$ cat config.mk
export PLATFORM = sky130hd
export DESIGN_NAME = remote_message_framer
export DESIGN_NICKNAME = d
export VERILOG_FILES = /design/src/framer_pkg.sv /design/src/byte_fifo.sv /design/src/remote_message_framer.sv
export SDC_FILE = /design/constraint.sdc
export NUM_CORES = 1
export LEC_CHECK = 0
export BUFFER_PORTS_ARGS = -buffer_cell sky130_fd_sc_hd__buf_2
export CORE_ASPECT_RATIO = 0.75
export CORE_MARGIN = 8
export CORE_UTILIZATION = 60
export DETAILED_ROUTE_END_ITERATION = 10
export GPL_TIMING_DRIVEN = 0
export PLACE_DENSITY = 0.79
export SYNTH_ARGS = -nofsm -noshare
export SYNTH_HDL_FRONTEND = slang
export SYNTH_SLANG_ARGS = --single-unit
$ cat constraint.sdc
create_clock -name ref_clk -period 7.3 [get_ports ref_clk]
set_clock_uncertainty 0.2 [all_clocks]
set_input_delay 1.46 -clock ref_clk [delete_from_list [all_inputs] [get_ports ref_clk]]
set_output_delay 1.46 -clock ref_clk [all_outputs]
set_load 0.05 [all_outputs]
$ cat src/framer_pkg.sv
// Shared constants and carrier types for the remote message framer
package framer_pkg;

  localparam int unsigned CLK_FREQ_HZ        = 200_000_000;
  localparam int unsigned BYTE_TIMEOUT_US    = 5_000;
  localparam int unsigned IDLE_TIMEOUT_MS    = 5_000;
  localparam longint unsigned BYTE_TIMEOUT_CYC =
    longint'(BYTE_TIMEOUT_US) * CLK_FREQ_HZ / 1_000_000;
  localparam longint unsigned IDLE_TIMEOUT_CYC =
    longint'(IDLE_TIMEOUT_MS) * CLK_FREQ_HZ / 1_000;

  localparam logic [7:0]  CHAR_LF         = 8'h0A;
  localparam logic [7:0]  CHAR_CR         = 8'h0D;
  localparam logic [7:0]  MODBUS_ADDR     = 8'h00;
  localparam logic [7:0]  FIRST_TEXT_CODE = 8'h2A;
  localparam logic [15:0] FULL_SCALE_CODE = 16'hCCCC;
  localparam logic [15:0] MAX_SET_CODE    = 16'hD0E5;
  localparam logic [15:0] EFFECTIVE_STEPS = 16'h6666;
  localparam int unsigned FIFO_DEPTH      = 32;
  localparam int unsigned ERR_CNT_W       = 8;

  typedef enum logic [1:0] {
    PROTO_MODBUS = 2'b00,
    PROTO_BADADR = 2'b01,
    PROTO_TEXT   = 2'b10,
    PROTO_TCP    = 2'b11
  } proto_type;

  typedef struct packed {
    logic [7:0] data;
    logic       first;
    logic       last;
  } byte_type;

  typedef struct packed {
    logic [15:0] value;
    logic [15:0] lo_limit;
    logic [15:0] hi_limit;
  } setval_type;

endpackage

$ cat src/byte_fifo.sv
// Synchronous valid/ready FIFO for received message bytes
`timescale 1ns/1ps
`default_nettype none
module byte_fifo #(
  parameter int unsigned WIDTH = 10,
  parameter int unsigned DEPTH = 32
) (
  input  wire logic             ref_clk,
  input  wire logic             rst_n,
  input  wire logic             clk_en,
  input  wire logic [WIDTH-1:0] in_data,
  input  wire logic             in_valid,
  output logic                  in_ready,
  output logic [WIDTH-1:0]      out_data,
  output logic                  out_valid,
  input  wire logic             out_ready
);
  localparam int unsigned AW = $clog2(DEPTH);
  logic [WIDTH-1:0] mem [DEPTH];
  logic [AW-1:0]    wr_q;
  logic [AW-1:0]    rd_q;
  logic [AW:0]      cnt_q;
  wire              push = in_valid && in_ready;
  wire              pop  = out_valid && out_ready;

  // Handshakes drop while frozen so no word is lost or doubled
  assign in_ready  = clk_en && (cnt_q != (AW+1)'(DEPTH));
  assign out_valid = clk_en && (cnt_q != '0);
  assign out_data  = mem[rd_q];

  always_ff @(posedge ref_clk) begin
    if (clk_en && push) begin
      mem[wr_q] <= in_data;
    end
  end

  always_ff @(posedge ref_clk) begin
    if (!rst_n) begin
      wr_q  <= '0;
      rd_q  <= '0;
      cnt_q <= '0;
    end else if (clk_en) begin
      if (push) begin
        wr_q <= (wr_q == AW'(DEPTH - 1)) ? '0 : wr_q + 1'b1;
      end
      if (pop) begin
        rd_q <= (rd_q == AW'(DEPTH - 1)) ? '0 : rd_q + 1'b1;
      end
      cnt_q <= cnt_q + (AW+1)'(push) - (AW+1)'(pop);
    end
  end
endmodule
`default_nettype wire

$ cat src/remote_message_framer.sv
// Receive framing, protocol sorting, idle drop and set-value checks
`timescale 1ns/1ps
`default_nettype none
// Contract
// - A message closes when the inter-byte timeout runs out after its last byte.
// - The inter-byte timeout is a setting loaded by local setup or remote command.
// - LF, CR or CRLF on text messages closes the message at once.
// - Unterminated messages are released only after the inter-byte timeout expires.
// - Socket links are closed after a settable period with no traffic.
// - After an idle close a new connection is accepted at any time.
// - Set values outside the user limits are rejected with an error.
// - Text-protocol rejection errors are queued and reported only on request.
// - All quantities use codes 0 to 0xCCCC for zero to full rating.
// - Effective steps follow the 15-bit converter: 26214 steps full scale.
// - Serial and socket links take ModBus RTU and text; TCP port adds ModBus TCP. The code classes every TCP port byte as ModBus TCP, with no text framing.
// - First byte zero is ModBus, 1 to 41 an error, 42 upward text.
// - Set codes 0x0000 to 0xD0E5 accepted, larger codes rejected.
module remote_message_framer
  import framer_pkg::*;
#(
  parameter longint unsigned BYTE_TIMEOUT_DEF = BYTE_TIMEOUT_CYC,
  parameter longint unsigned IDLE_TIMEOUT_DEF = IDLE_TIMEOUT_CYC,
  parameter int unsigned     TMR_W            = 32,
  parameter int unsigned     DEPTH            = FIFO_DEPTH
) (
  input  wire logic             ref_clk,
  input  wire logic             rst_n,
  input  wire logic             clk_en,
  input  wire logic [7:0]       rx_data,
  input  wire logic             rx_valid,
  output logic                  rx_ready,
  input  wire logic             tcp_port_sel,
  input  wire logic             tmo_load,
  input  wire logic [TMR_W-1:0] tmo_value,
  input  wire logic             idle_load,
  input  wire logic [TMR_W-1:0] idle_value,
  input  wire logic             conn_req,
  output logic                  conn_open,
  output logic                  conn_closed_idle,
  output byte_type              msg_byte,
  output logic                  msg_valid,
  input  wire logic             msg_ready,
  output proto_type             msg_proto,
  output logic                  proto_error,
  input  wire logic             set_check,
  input  wire setval_type       set_in,
  output logic                  set_accept,
  output logic                  set_reject,
  input  wire logic             err_read,
  output logic [ERR_CNT_W-1:0]  err_pending,
  output logic [15:0]           eff_step
);
  typedef enum logic [1:0] {
    ST_IDLE    = 2'b00,
    ST_COLLECT = 2'b01,
    ST_CR_SEEN = 2'b10
  } state_type;

  state_type            state_q;
  state_type            state_d;
  logic [TMR_W-1:0]     tmo_q;
  logic [TMR_W-1:0]     idle_lim_q;
  logic [TMR_W-1:0]     gap_q;
  logic [TMR_W-1:0]     idle_q;
  logic                 pend_q;
  logic [7:0]           pend_data_q;
  logic                 pend_first_q;
  logic                 text_q;
  proto_type            proto_q;
  logic [ERR_CNT_W-1:0] err_q;
  logic                 conn_q;
  logic                 closed_q;
  logic                 acc_q;
  logic                 rej_q;
  logic                 perr_q;

  function automatic proto_type classify(input logic [7:0] b, input logic tcp);
    if (tcp) begin
      return PROTO_TCP;
    end else if (b == MODBUS_ADDR) begin
      return PROTO_MODBUS;
    end else if (b < FIRST_TEXT_CODE) begin
      return PROTO_BADADR;
    end
    return PROTO_TEXT;
  endfunction

  function automatic logic is_term(input logic [7:0] b);
    return (b == CHAR_LF) || (b == CHAR_CR);
  endfunction

  // One byte is held back so its last flag is known before it enters the FIFO
  wire       fifo_in_ready;
  wire       take      = rx_valid && rx_ready;
  // A byte after a closing CR opens the next message unless it is a terminator
  wire       first_b   = (state_q == ST_IDLE)
                      || (state_q == ST_CR_SEEN && !is_term(rx_data));
  wire proto_type cls  = classify(rx_data, tcp_port_sel);
  wire       text_now  = first_b ? (cls == PROTO_TEXT) : text_q;
  wire       term_b    = take && text_now && is_term(rx_data);
  // Close waits for FIFO room so the held byte is never dropped
  wire       gap_done  = (state_q != ST_IDLE) && (gap_q >= tmo_q)
                      && (!pend_q || fifo_in_ready);
  wire       lf_after_cr = take && (state_q == ST_CR_SEEN) && (rx_data == CHAR_LF);
  wire       flush     = pend_q && (gap_done || (term_b && !lf_after_cr));
  wire       push      = pend_q && (take || gap_done);
  wire       push_last = flush || (gap_done && pend_q);

  // Back-pressure stalls reception while the held byte cannot move on
  assign rx_ready = clk_en && conn_q && (!pend_q || fifo_in_ready) && !gap_done;

  always_comb begin
    state_d = state_q;
    unique case (state_q)
      ST_IDLE: begin
        if (take) begin
          state_d = term_b ? ST_CR_SEEN : ST_COLLECT;
        end
      end
      ST_COLLECT: begin
        if (gap_done) begin
          state_d = ST_IDLE;
        end else if (term_b) begin
          state_d = (rx_data == CHAR_CR) ? ST_CR_SEEN : ST_IDLE;
        end
      end
      ST_CR_SEEN: begin
        if (gap_done || lf_after_cr) begin
          state_d = ST_IDLE;
        end else if (take && !term_b) begin
          state_d = ST_COLLECT;
        end
      end
      default: begin
        state_d = ST_IDLE;
      end
    endcase
  end

  byte_type fifo_in;
  assign fifo_in = '{data: pend_data_q, first: pend_first_q, last: push_last};

  byte_fifo #(
    .WIDTH ($bits(byte_type)),
    .DEPTH (DEPTH)
  ) u_fifo (
    .ref_clk   (ref_clk),
    .rst_n     (rst_n),
    .clk_en    (clk_en),
    .in_data   (fifo_in),
    .in_valid  (push),
    .in_ready  (fifo_in_ready),
    .out_data  (msg_byte),
    .out_valid (msg_valid),
    .out_ready (msg_ready)
  );

  always_ff @(posedge ref_clk) begin
    if (!rst_n) begin
      state_q      <= ST_IDLE;
      pend_q       <= 1'b0;
      pend_data_q  <= 8'h00;
      pend_first_q <= 1'b0;
      text_q       <= 1'b0;
      proto_q      <= PROTO_MODBUS;
      perr_q       <= 1'b0;
    end else if (clk_en) begin
      state_q <= state_d;
      perr_q  <= 1'b0;
      if (take && first_b) begin
        text_q  <= (cls == PROTO_TEXT);
        proto_q <= cls;
        perr_q  <= (cls == PROTO_BADADR);
      end
      // Terminators are consumed; the byte before them is the last one
      if (take && !term_b && !lf_after_cr) begin
        pend_q       <= 1'b1;
        pend_data_q  <= rx_data;
        pend_first_q <= first_b;
      end else if (push || flush) begin
        pend_q <= 1'b0;
      end
    end
  end

  // Timer restarts on every byte and idles between messages
  always_ff @(posedge ref_clk) begin
    if (!rst_n) begin
      gap_q <= '0;
    end else if (clk_en) begin
      if (take || state_q == ST_IDLE) begin
        gap_q <= '0;
      end else if (gap_q < tmo_q) begin
        gap_q <= gap_q + 1'b1;
      end
    end
  end

  always_ff @(posedge ref_clk) begin
    if (!rst_n) begin
      tmo_q      <= TMR_W'(BYTE_TIMEOUT_DEF);
      idle_lim_q <= TMR_W'(IDLE_TIMEOUT_DEF);
    end else if (clk_en) begin
      if (tmo_load) begin
        tmo_q <= (tmo_value == '0) ? TMR_W'(1) : tmo_value;
      end
      if (idle_load) begin
        idle_lim_q <= (idle_value == '0) ? TMR_W'(1) : idle_value;
      end
    end
  end

  // Idle drop of the socket, reopened by any later request
  wire traffic = take || (msg_valid && msg_ready);
  always_ff @(posedge ref_clk) begin
    if (!rst_n) begin
      conn_q   <= 1'b0;
      closed_q <= 1'b0;
      idle_q   <= '0;
    end else if (clk_en) begin
      closed_q <= 1'b0;
      if (!conn_q) begin
        idle_q <= '0;
        if (conn_req) begin
          conn_q <= 1'b1;
        end
      end else if (traffic) begin
        idle_q <= '0;
      end else if (idle_q >= idle_lim_q - 1'b1) begin
        conn_q   <= 1'b0;
        closed_q <= 1'b1;
      end else begin
        idle_q <= idle_q + 1'b1;
      end
    end
  end

  // Set-value check against code ceiling and user limits
  wire in_range = (set_in.value <= MAX_SET_CODE)
               && (set_in.value >= set_in.lo_limit)
               && (set_in.value <= set_in.hi_limit);
  wire reject   = set_check && !in_range;
  wire queue_e  = reject && text_q;
  always_ff @(posedge ref_clk) begin
    if (!rst_n) begin
      acc_q <= 1'b0;
      rej_q <= 1'b0;
      err_q <= '0;
    end else if (clk_en) begin
      acc_q <= set_check && in_range;
      rej_q <= reject && !text_q;
      // A new error in the same cycle as a read is kept
      if (queue_e && !(err_read && err_q != '0)) begin
        err_q <= (err_q == '1) ? err_q : err_q + 1'b1;
      end else if (!queue_e && err_read && err_q != '0) begin
        err_q <= err_q - 1'b1;
      end
    end
  end

  assign conn_open        = conn_q;
  assign conn_closed_idle = closed_q;
  assign msg_proto        = proto_q;
  assign proto_error      = perr_q;
  assign set_accept       = acc_q;
  assign set_reject       = rej_q;
  assign err_pending      = err_q;
  assign eff_step         = EFFECTIVE_STEPS;
endmodule
`default_nettype wire

==> reports/results.tsv, run 1 <==
stage	metric	value	unit
run_status	result of the run	complete, no violations	
floorplanning	starting density of the core	0.603	
global_route	number of antenna violations at the first check in global routing	2	
finish	multi-input logic area	0.00980	mm^2
synthesis	sequential area share after synthesis	0.555	
detailed_routing	Detailed Route WL	64000	um
finish	fraction of final layout cells with drive strength greater than 1	0.185	
synthesis	Adder-Cell Fraction of Synth Area	0.0656	
detailed_routing	Vias per Instance	6.43	
worst_hold_path	Min-Delay Startpoint	tmo_q[8]	
floorplanning	number of primary I/O pins	174	
clock_network	count of cells resized by post-cts repair	0	
critical_path	Worst setup EP type	primary output	
detailed_routing	DR vias	17400	
placed_design	Port Buffer Count	157	
critical_path	worst reg2reg setup slack	1.86	ns
global_route	global-route total usage across every layer	0.273	
finish	Filler Cells Inserted	2699	
synthesis	number of enable flip-flop cells after synthesis	320	
clock_network	register clock-pin slew on the reported worst setup and hold paths	0.06	ns
timing	Post-Route Hold Slack	0.256	ns
critical_path	Register-to-Register Path Depth	17	
critical_path	required time worst endpoint	5.64	ns
detailed_routing	TritonRoute pass-1 iters	6	
clock_network	CTS Hold Buffers Added	0	
clock_network	insertion delay to the later sink of the worst-skew pair	0.58	ns
global_route	GR Overflow Total	0	
clock_network	buffers inserted during post-CTS setup optimization	0	
detailed_routing	antenna viol nets, final	0	
synthesis	share of flip-flops with an asynchronous set or reset after synthesis	0	
run	max-capacitance violation count	0	
synthesis	average size of a mapped cell	12.3	um^2
synthesis	total standard cell area after synthesis	0.0237	mm^2
synthesis	Yosys warning count	0	
critical_path	r2r endpoint	idle_q[30]	
critical_path	startpoint types	primary input	
detailed_routing	number of violations reported at the end of detailed-routing iteration 0	2217	
timing	Setup TNS Final	0	ns
floorplanning	die height	188	um
placed_design	Routability Congestion	0.944	
finish	cell area after layout	0.0268	mm^2
worst_hold_path	hold-critical path depth	2	
timing	Max Clock Freq	175	MHz
power_and_ir_drop	total power divided by cell area	243	mW/mm^2
synthesis	dominant synthesized flop cell	edfxtp_1	
power_and_ir_drop	worst IR drop on VDD	0.000161	V
synthesis	Yosys cell types	83	
finish	Synth-to-Final Area Change	13.2	%
clock_network	clk sink count	497	
floorplanning	Row Count	63	
timing	final critical path time including I/O delays and setup	5.72	ns
detailed_routing	DRC	0	
timing	share of the clock period used by the worst path after layout	0.784	
synthesis	post-synthesis share of cell area spent on xor and xnor gates	0.0255	
placed_design	Inst Count DP	2622	
clock_network	H-Tree Level Count	2	
clock_network	CTS tree	yes	
worst_hold_path	Min-Delay Path Class	flop to flop	
timing	Final Hold Viols	0	
synthesis	combinational family with the most area after synthesis	simple AND/OR/NAND/NOR gates	
synthesis	flops & latches, synth	497	
critical_path	Worst Setup SP	clk_en	
timing	slew at the pin closest to its max-slew limit	1.40	ns
finish	count of antenna diodes in the layout	0	
power_and_ir_drop	leakage power	9.96	nW
global_route	via count of the first global-routing pass	17100	
timing	number of slew-limit violations in the final report	0	
placed_design	half-perimeter wire length after detailed placement	44100	um
critical_path	classification of the worst setup path	primary input to primary output	
synthesis	compound-cell area share of the yosys netlist	0.0758	
synthesis	simple-gate portion of the synthesized area	0.136	
clock_network	number of buffers created by CTS	47	
worst_hold_path	Hold EP	tmo_q[8]	
floorplanning	overall die width	245	um
floorplanning	overall die area	0.0461	mm^2
timing	RSZ-0062 raised after global routing	false	
placed_design	total cell area at the placement stage	0.0252	mm^2
floorplanning	area of the core region	0.0393	mm^2
detailed_routing	WL per Instance	23.6	um
synthesis	Gate Count Post-Synth	1930	
critical_path	Worst EP arrival	4.06	ns
finish	area used by sequential logic in the layout	0.0132	mm^2
timing	setup violation total in the final timing report	0	
critical_path	Reg2Reg Launch Point	idle_lim_q[2]	
finish	number of non-filler instances in the completed layout	2710	
global_route	pin count of the biggest net entering global routing	34	
finish	final net count	2405	
synthesis	mux contribution to synthesized area	0.108	
timing	Slew Limit Headroom	0.0651	
clock_network	worst-case clock buffer depth	3	
clock_network	CTS Root Buffer Type	clkbuf_16	
global_route	first-pass GRT wire length	98900	um
critical_path	CP Max Fanout	10	
[critical path, cell delays in order]
cell and delay (ns):
buf_2 0.23, clkbuf_1 0.58, clkbuf_1 0.53, clkbuf_1 0.61, nand3_1 0.13, nor2_1 0.20
buf_2 0.30
[layout by cell type (no fill, tap or decap), drive strengths merged, types with 16 or more instances in the layout]
| cell | count |
|---|---|
| inv | 97 |
| o21ai | 33 |
| a21oi | 119 |
| nand2 | 206 |
| nand3 | 55 |
| buf | 194 |
| conb | 16 |
| o211ai | 20 |
| mux2i | 19 |
| edfxtp | 320 |
| nand4 | 38 |
| nor3 | 38 |
| ha | 121 |
| mux4 | 100 |
| or4 | 27 |
| nor2 | 145 |
| nor4 | 42 |
| clkbuf | 122 |
| dfxtp | 177 |
| xnor2 | 56 |
[logic make-up (layout without fill, tap and decap cells)]
family,Yosys count,count (layout)
multiplexers,130,130
buffers and inverters,191,437
adder cells (fa/ha/maj),123,123
other,2,16
AND/OR/NAND/NOR,643,643
AO/OA/AOI/OAI,275,275
flip-flops,497,497
XOR/XNOR,69,69
[worst max path at each step]
stage | end | slack [ns]
finish | rx_ready | 1.58
global route | rx_ready | 1.46
CTS | rx_ready | 1.67
detailed placement | err_pending[7] | 1.51
global placement | err_pending[7] | 1.61
floorplan | err_pending[7] | 2.10
[layer usage]
| metal | vias to the layer above | GRT usage | share of wire |
|---|---|---|---|
| li1 | 7721 | - | - |
| met1 | 8494 | 0.379 | 0.40 |
| met2 | 1041 | 0.429 | 0.46 |
| met3 | 165 | 0.0581 | 0.11 |
| met4 | 2 | 0.0803 | 0.029 |
| met5 | - | 0 | 0.00020 |
[sequential cells by signal, summed over array words and instances (netlist names), named ones only]
name	flops
pend_q	1
gap_q	32
idle_lim_q	32
u_fifo.wr_q	5
idle_q	32
conn_open	1
u_fifo.rd_q	5
u_fifo.mem	320
text_q	1
conn_closed_idle	1
err_pending	8
msg_proto	2
tmo_q	32
pend_first_q	1
proto_error	1
pend_data_q	8
set_reject	1
state_q	2
set_accept	1
u_fifo.cnt_q	6
[cells in the mapped netlist, drive strengths merged (5+ instances only)]
master | n | area [um^2]
a211oi | 13 | 103
a21o | 13 | 97.6
a21oi | 119 | 599
a32o | 9 | 90.1
and2 | 10 | 62.6
and3 | 12 | 80.1
and4 | 7 | 63.8
buf | 36 | 203
clkbuf | 63 | 236
dfxtp | 177 | 3540
edfxtp | 320 | 9610
ha | 121 | 1510
inv | 92 | 345
mux2 | 11 | 124
mux2i | 19 | 190
mux4 | 100 | 2250
nand2 | 206 | 783
nand2b | 9 | 56.3
nand3 | 55 | 275
nand3b | 7 | 56.3
nand4 | 38 | 244
nor2 | 145 | 547
nor2b | 9 | 56.3
nor3 | 38 | 211
nor3b | 9 | 67.6
nor4 | 42 | 269
nor4b | 7 | 61.3
o211ai | 20 | 150
o21a | 12 | 91.3
o21ai | 33 | 165
o31ai | 10 | 75.1
o41ai | 5 | 43.8
or3 | 8 | 50.1
or4 | 27 | 206
xnor2 | 56 | 490
xor2 | 13 | 114
[stage by stage]
step                      total power [W]  utilization  worst slack, ns
after floorplan                   0.00374            -             2.10
after global placement            0.00394        0.641             1.61
after detailed placement          0.00398        0.642             1.51
after CTS                         0.00651        0.683             1.67
after global routing              0.00670        0.683             1.46
final                             0.00651        0.683             1.58
[power by group]
group	total (W)	internal [W]	switching, W
sequential	0.00308	0.00301	0.0000649
combinational	0.000852	0.000342	0.000510
clock	0.00258	0.00146	0.00112
total	0.00651	0.00481	0.00169
[layout make-up]
class                           instances  share of cell area
Buffer                                 99              0.0164
Clock buffer                           59              0.0485
Clock inverter                         29              0.0121
Inverter                               92              0.0129
Multi-Input combinational cell       1256               0.365
Sequential cell                       497               0.491
Tap cell                              520              0.0243
Timing Repair Buffer                  158              0.0299
(Power assumes the default switching activity.)
==> run 2: changes to the inputs <==
clock period = 5.5 ns   (was 7.3 ns; I/O delays follow)
==> run 2 against run 1 <==
Against the previous run:
- wire length up 0.12%
- final cell count unchanged
- first-iteration DRC count down 2.0%
- total power up 33%
- hold slack about the same
- combinational power up 33%
- flip-flop and latch count unchanged
- global-route usage unchanged
- sequential power up 32%
- clock power up 33%
- critical endpoint is now idle_q[30]
==> reports/results.tsv, run 2 (same netlist as run 1, synthesis figures left out) <==
stage	metric	value	unit
global_route	number of antenna violations at the first check in global routing	2	
critical_path	Worst setup EP type	flop	
clock_network	buffers inserted during post-CTS setup optimization	0	
clock_network	CTS Hold Buffers Added	0	
power_and_ir_drop	worst IR drop on VDD	0.000213	V
run_status	result of the run	complete, no violations	
run	max-capacitance violation count	0	
timing	final critical path time including I/O delays and setup	5.24	ns
clock_network	register clock-pin slew on the reported worst setup and hold paths	0.07	ns
critical_path	classification of the worst setup path	flop to flop	
clock_network	insertion delay to the later sink of the worst-skew pair	0.58	ns
critical_path	Reg2Reg Launch Point	idle_lim_q[2]	
floorplanning	area of the core region	0.0393	mm^2
timing	slew at the pin closest to its max-slew limit	1.39	ns
detailed_routing	number of violations reported at the end of detailed-routing iteration 0	2172	
global_route	global-route total usage across every layer	0.273	
critical_path	worst reg2reg setup slack	0.26	ns
critical_path	Worst Setup SP	idle_lim_q[2]	
clock_network	CTS tree	yes	
placed_design	total cell area at the placement stage	0.0252	mm^2
worst_hold_path	Min-Delay Path Class	flop to flop	
critical_path	startpoint types	flop	
finish	fin util	0.684	
clock_network	number of buffers created by CTS	47	
detailed_routing	TritonRoute pass-1 iters	6	
detailed_routing	WL per Instance	23.7	um
global_route	first-pass GRT wire length	98900	um
critical_path	largest stage delay on the critical path	0.45	ns
placed_design	Port Buffer Count	157	
timing	setup violation total in the final timing report	0	
detailed_routing	DR vias	17400	
critical_path	CP max stage cell	or4_4	
finish	cell area after layout	0.0268	mm^2
critical_path	Worst EP arrival	5.48	ns
critical_path	CP Buf/Inv Count	3	
floorplanning	Row Count	63	
worst_hold_path	Min-Delay Startpoint	tmo_q[29]	
finish	number of flip-flops under the largest register name	320	
clock_network	worst-case clock buffer depth	3	
clock_network	count of cells resized by post-cts repair	0	
clock_network	clk sink count	497	
critical_path	CP Max Fanout	10	
timing	Max Clock Freq	191	MHz
timing	Slew Limit Headroom	0.0687	
timing	number of slew-limit violations in the final report	0	
clock_network	H-Tree Level Count	2	
critical_path	CP top delay family	compound AO/OA/AOI/OAI gates	
detailed_routing	Detailed Route WL	64100	um
power_and_ir_drop	leakage power	9.97	nW
finish	Most flops, register	u_fifo.mem	
global_route	pin count of the biggest net entering global routing	34	
detailed_routing	antenna viol nets, final	0	
critical_path	cell chain of the critical path	nor4_2 -> nand2_1 -> or4_4 -> or3_1 -> buf_2 -> nor4_1 -> xnor2_1 -> ha_1 -> a21oi_1 -> o21ai_1 -> a221o_1 -> a2111oi_4 -> o21a_2 -> a211oi_1 -> clkbuf_1 -> buf_2 -> o41ai_1 -> a21oi_1	
timing	RSZ-0062 raised after global routing	false	
detailed_routing	Vias per Instance	6.41	
timing	share of the clock period used by the worst path after layout	0.953	
finish	most frequent cells in the layout	edfxtp_1, nand2_1, dfxtp_1	
timing	final critical-path setup slack	0.259	ns
placed_design	Routability Congestion	0.944	
placed_design	half-perimeter wire length after detailed placement	44100	um
finish	Synth-to-Final Area Change	13.3	%
finish	Filler Cells Inserted	2696	
floorplanning	die height	188	um
finish	count of antenna diodes in the layout	0	
clock_network	CTS Root Buffer Type	clkbuf_16	
floorplanning	starting density of the core	0.603	
placed_design	worst setup slack after placement	0.0668	ns
finish	most common cell after layout, fill and taps aside	edfxtp_1	
finish	fraction of final layout cells with drive strength greater than 1	0.186	
global_route	GR Overflow Total	0	
detailed_routing	DRC	0	
timing	Setup TNS Final	0	ns
floorplanning	overall die area	0.0461	mm^2
finish	final net count	2405	
global_route	via count of the first global-routing pass	17100	
timing	Final Hold Viols	0	
floorplanning	number of primary I/O pins	174	
floorplanning	overall die width	245	um
power_and_ir_drop	total power divided by cell area	322	mW/mm^2
critical_path	required time worst endpoint	5.74	ns
-- run 2: cell counts in the layout (fill, tap and decap cells not counted) --
Identical to the previous run, type by type.
-- run 2: final timing paths --
kind | endpoint | depth (start not counted)
max | idle_q[30] | 18
min | tmo_q[29] | 2
max reg2reg | idle_q[30] | 18
min reg2reg | tmo_q[29] | 2
-- run 2: layout make-up --
class | count | area (um^2) | share of cell area
Tap cell | 520 | 651 | 0.0242
Clock inverter | 29 | 325 | 0.0121
Sequential cell | 497 | 13200 | 0.490
Multi-Input combinational cell | 1256 | 9820 | 0.366
Clock buffer | 59 | 1300 | 0.0485
Inverter | 92 | 345 | 0.0129
Buffer | 99 | 439 | 0.0164
Timing Repair Buffer | 158 | 801 | 0.0298
-- run 2: routing by layer --
| metal | track usage | share of wire |
|---|---|---|
| met1 | 0.379 | 0.40 |
| met2 | 0.429 | 0.46 |
| met3 | 0.0581 | 0.11 |
| met4 | 0.0803 | 0.027 |
| met5 | 0 | 0.00020 |
-- run 2: worst min-delay path: stages, from the launching register on --
cell     delay (ns)
dfxtp_1        0.31
nand2_1        0.05
a21oi_1        0.05
-- run 2: where the power goes --
| part | internal [W] | switching (W) | leakage (nW) |
|---|---|---|---|
| clock | 0.00194 | 0.00149 | 0.792 |
| combinational | 0.000454 | 0.000679 | 4.40 |
| sequential | 0.00400 | 0.0000863 | 4.78 |
| total | 0.00639 | 0.00225 | 9.97 |
-- run 2: stage by stage --
stage	total power (W)	instances	hold slack [ns]
3_5_place_dp	0.00528	2622	0.247
4_1_cts	0.00864	2710	0.256
2_1_floorplan	0.00496	1944	0.236
6_report	0.00864	2710	0.256
5_1_grt	0.00889	2710	0.277
3_3_place_gp	0.00523	2621	0.247
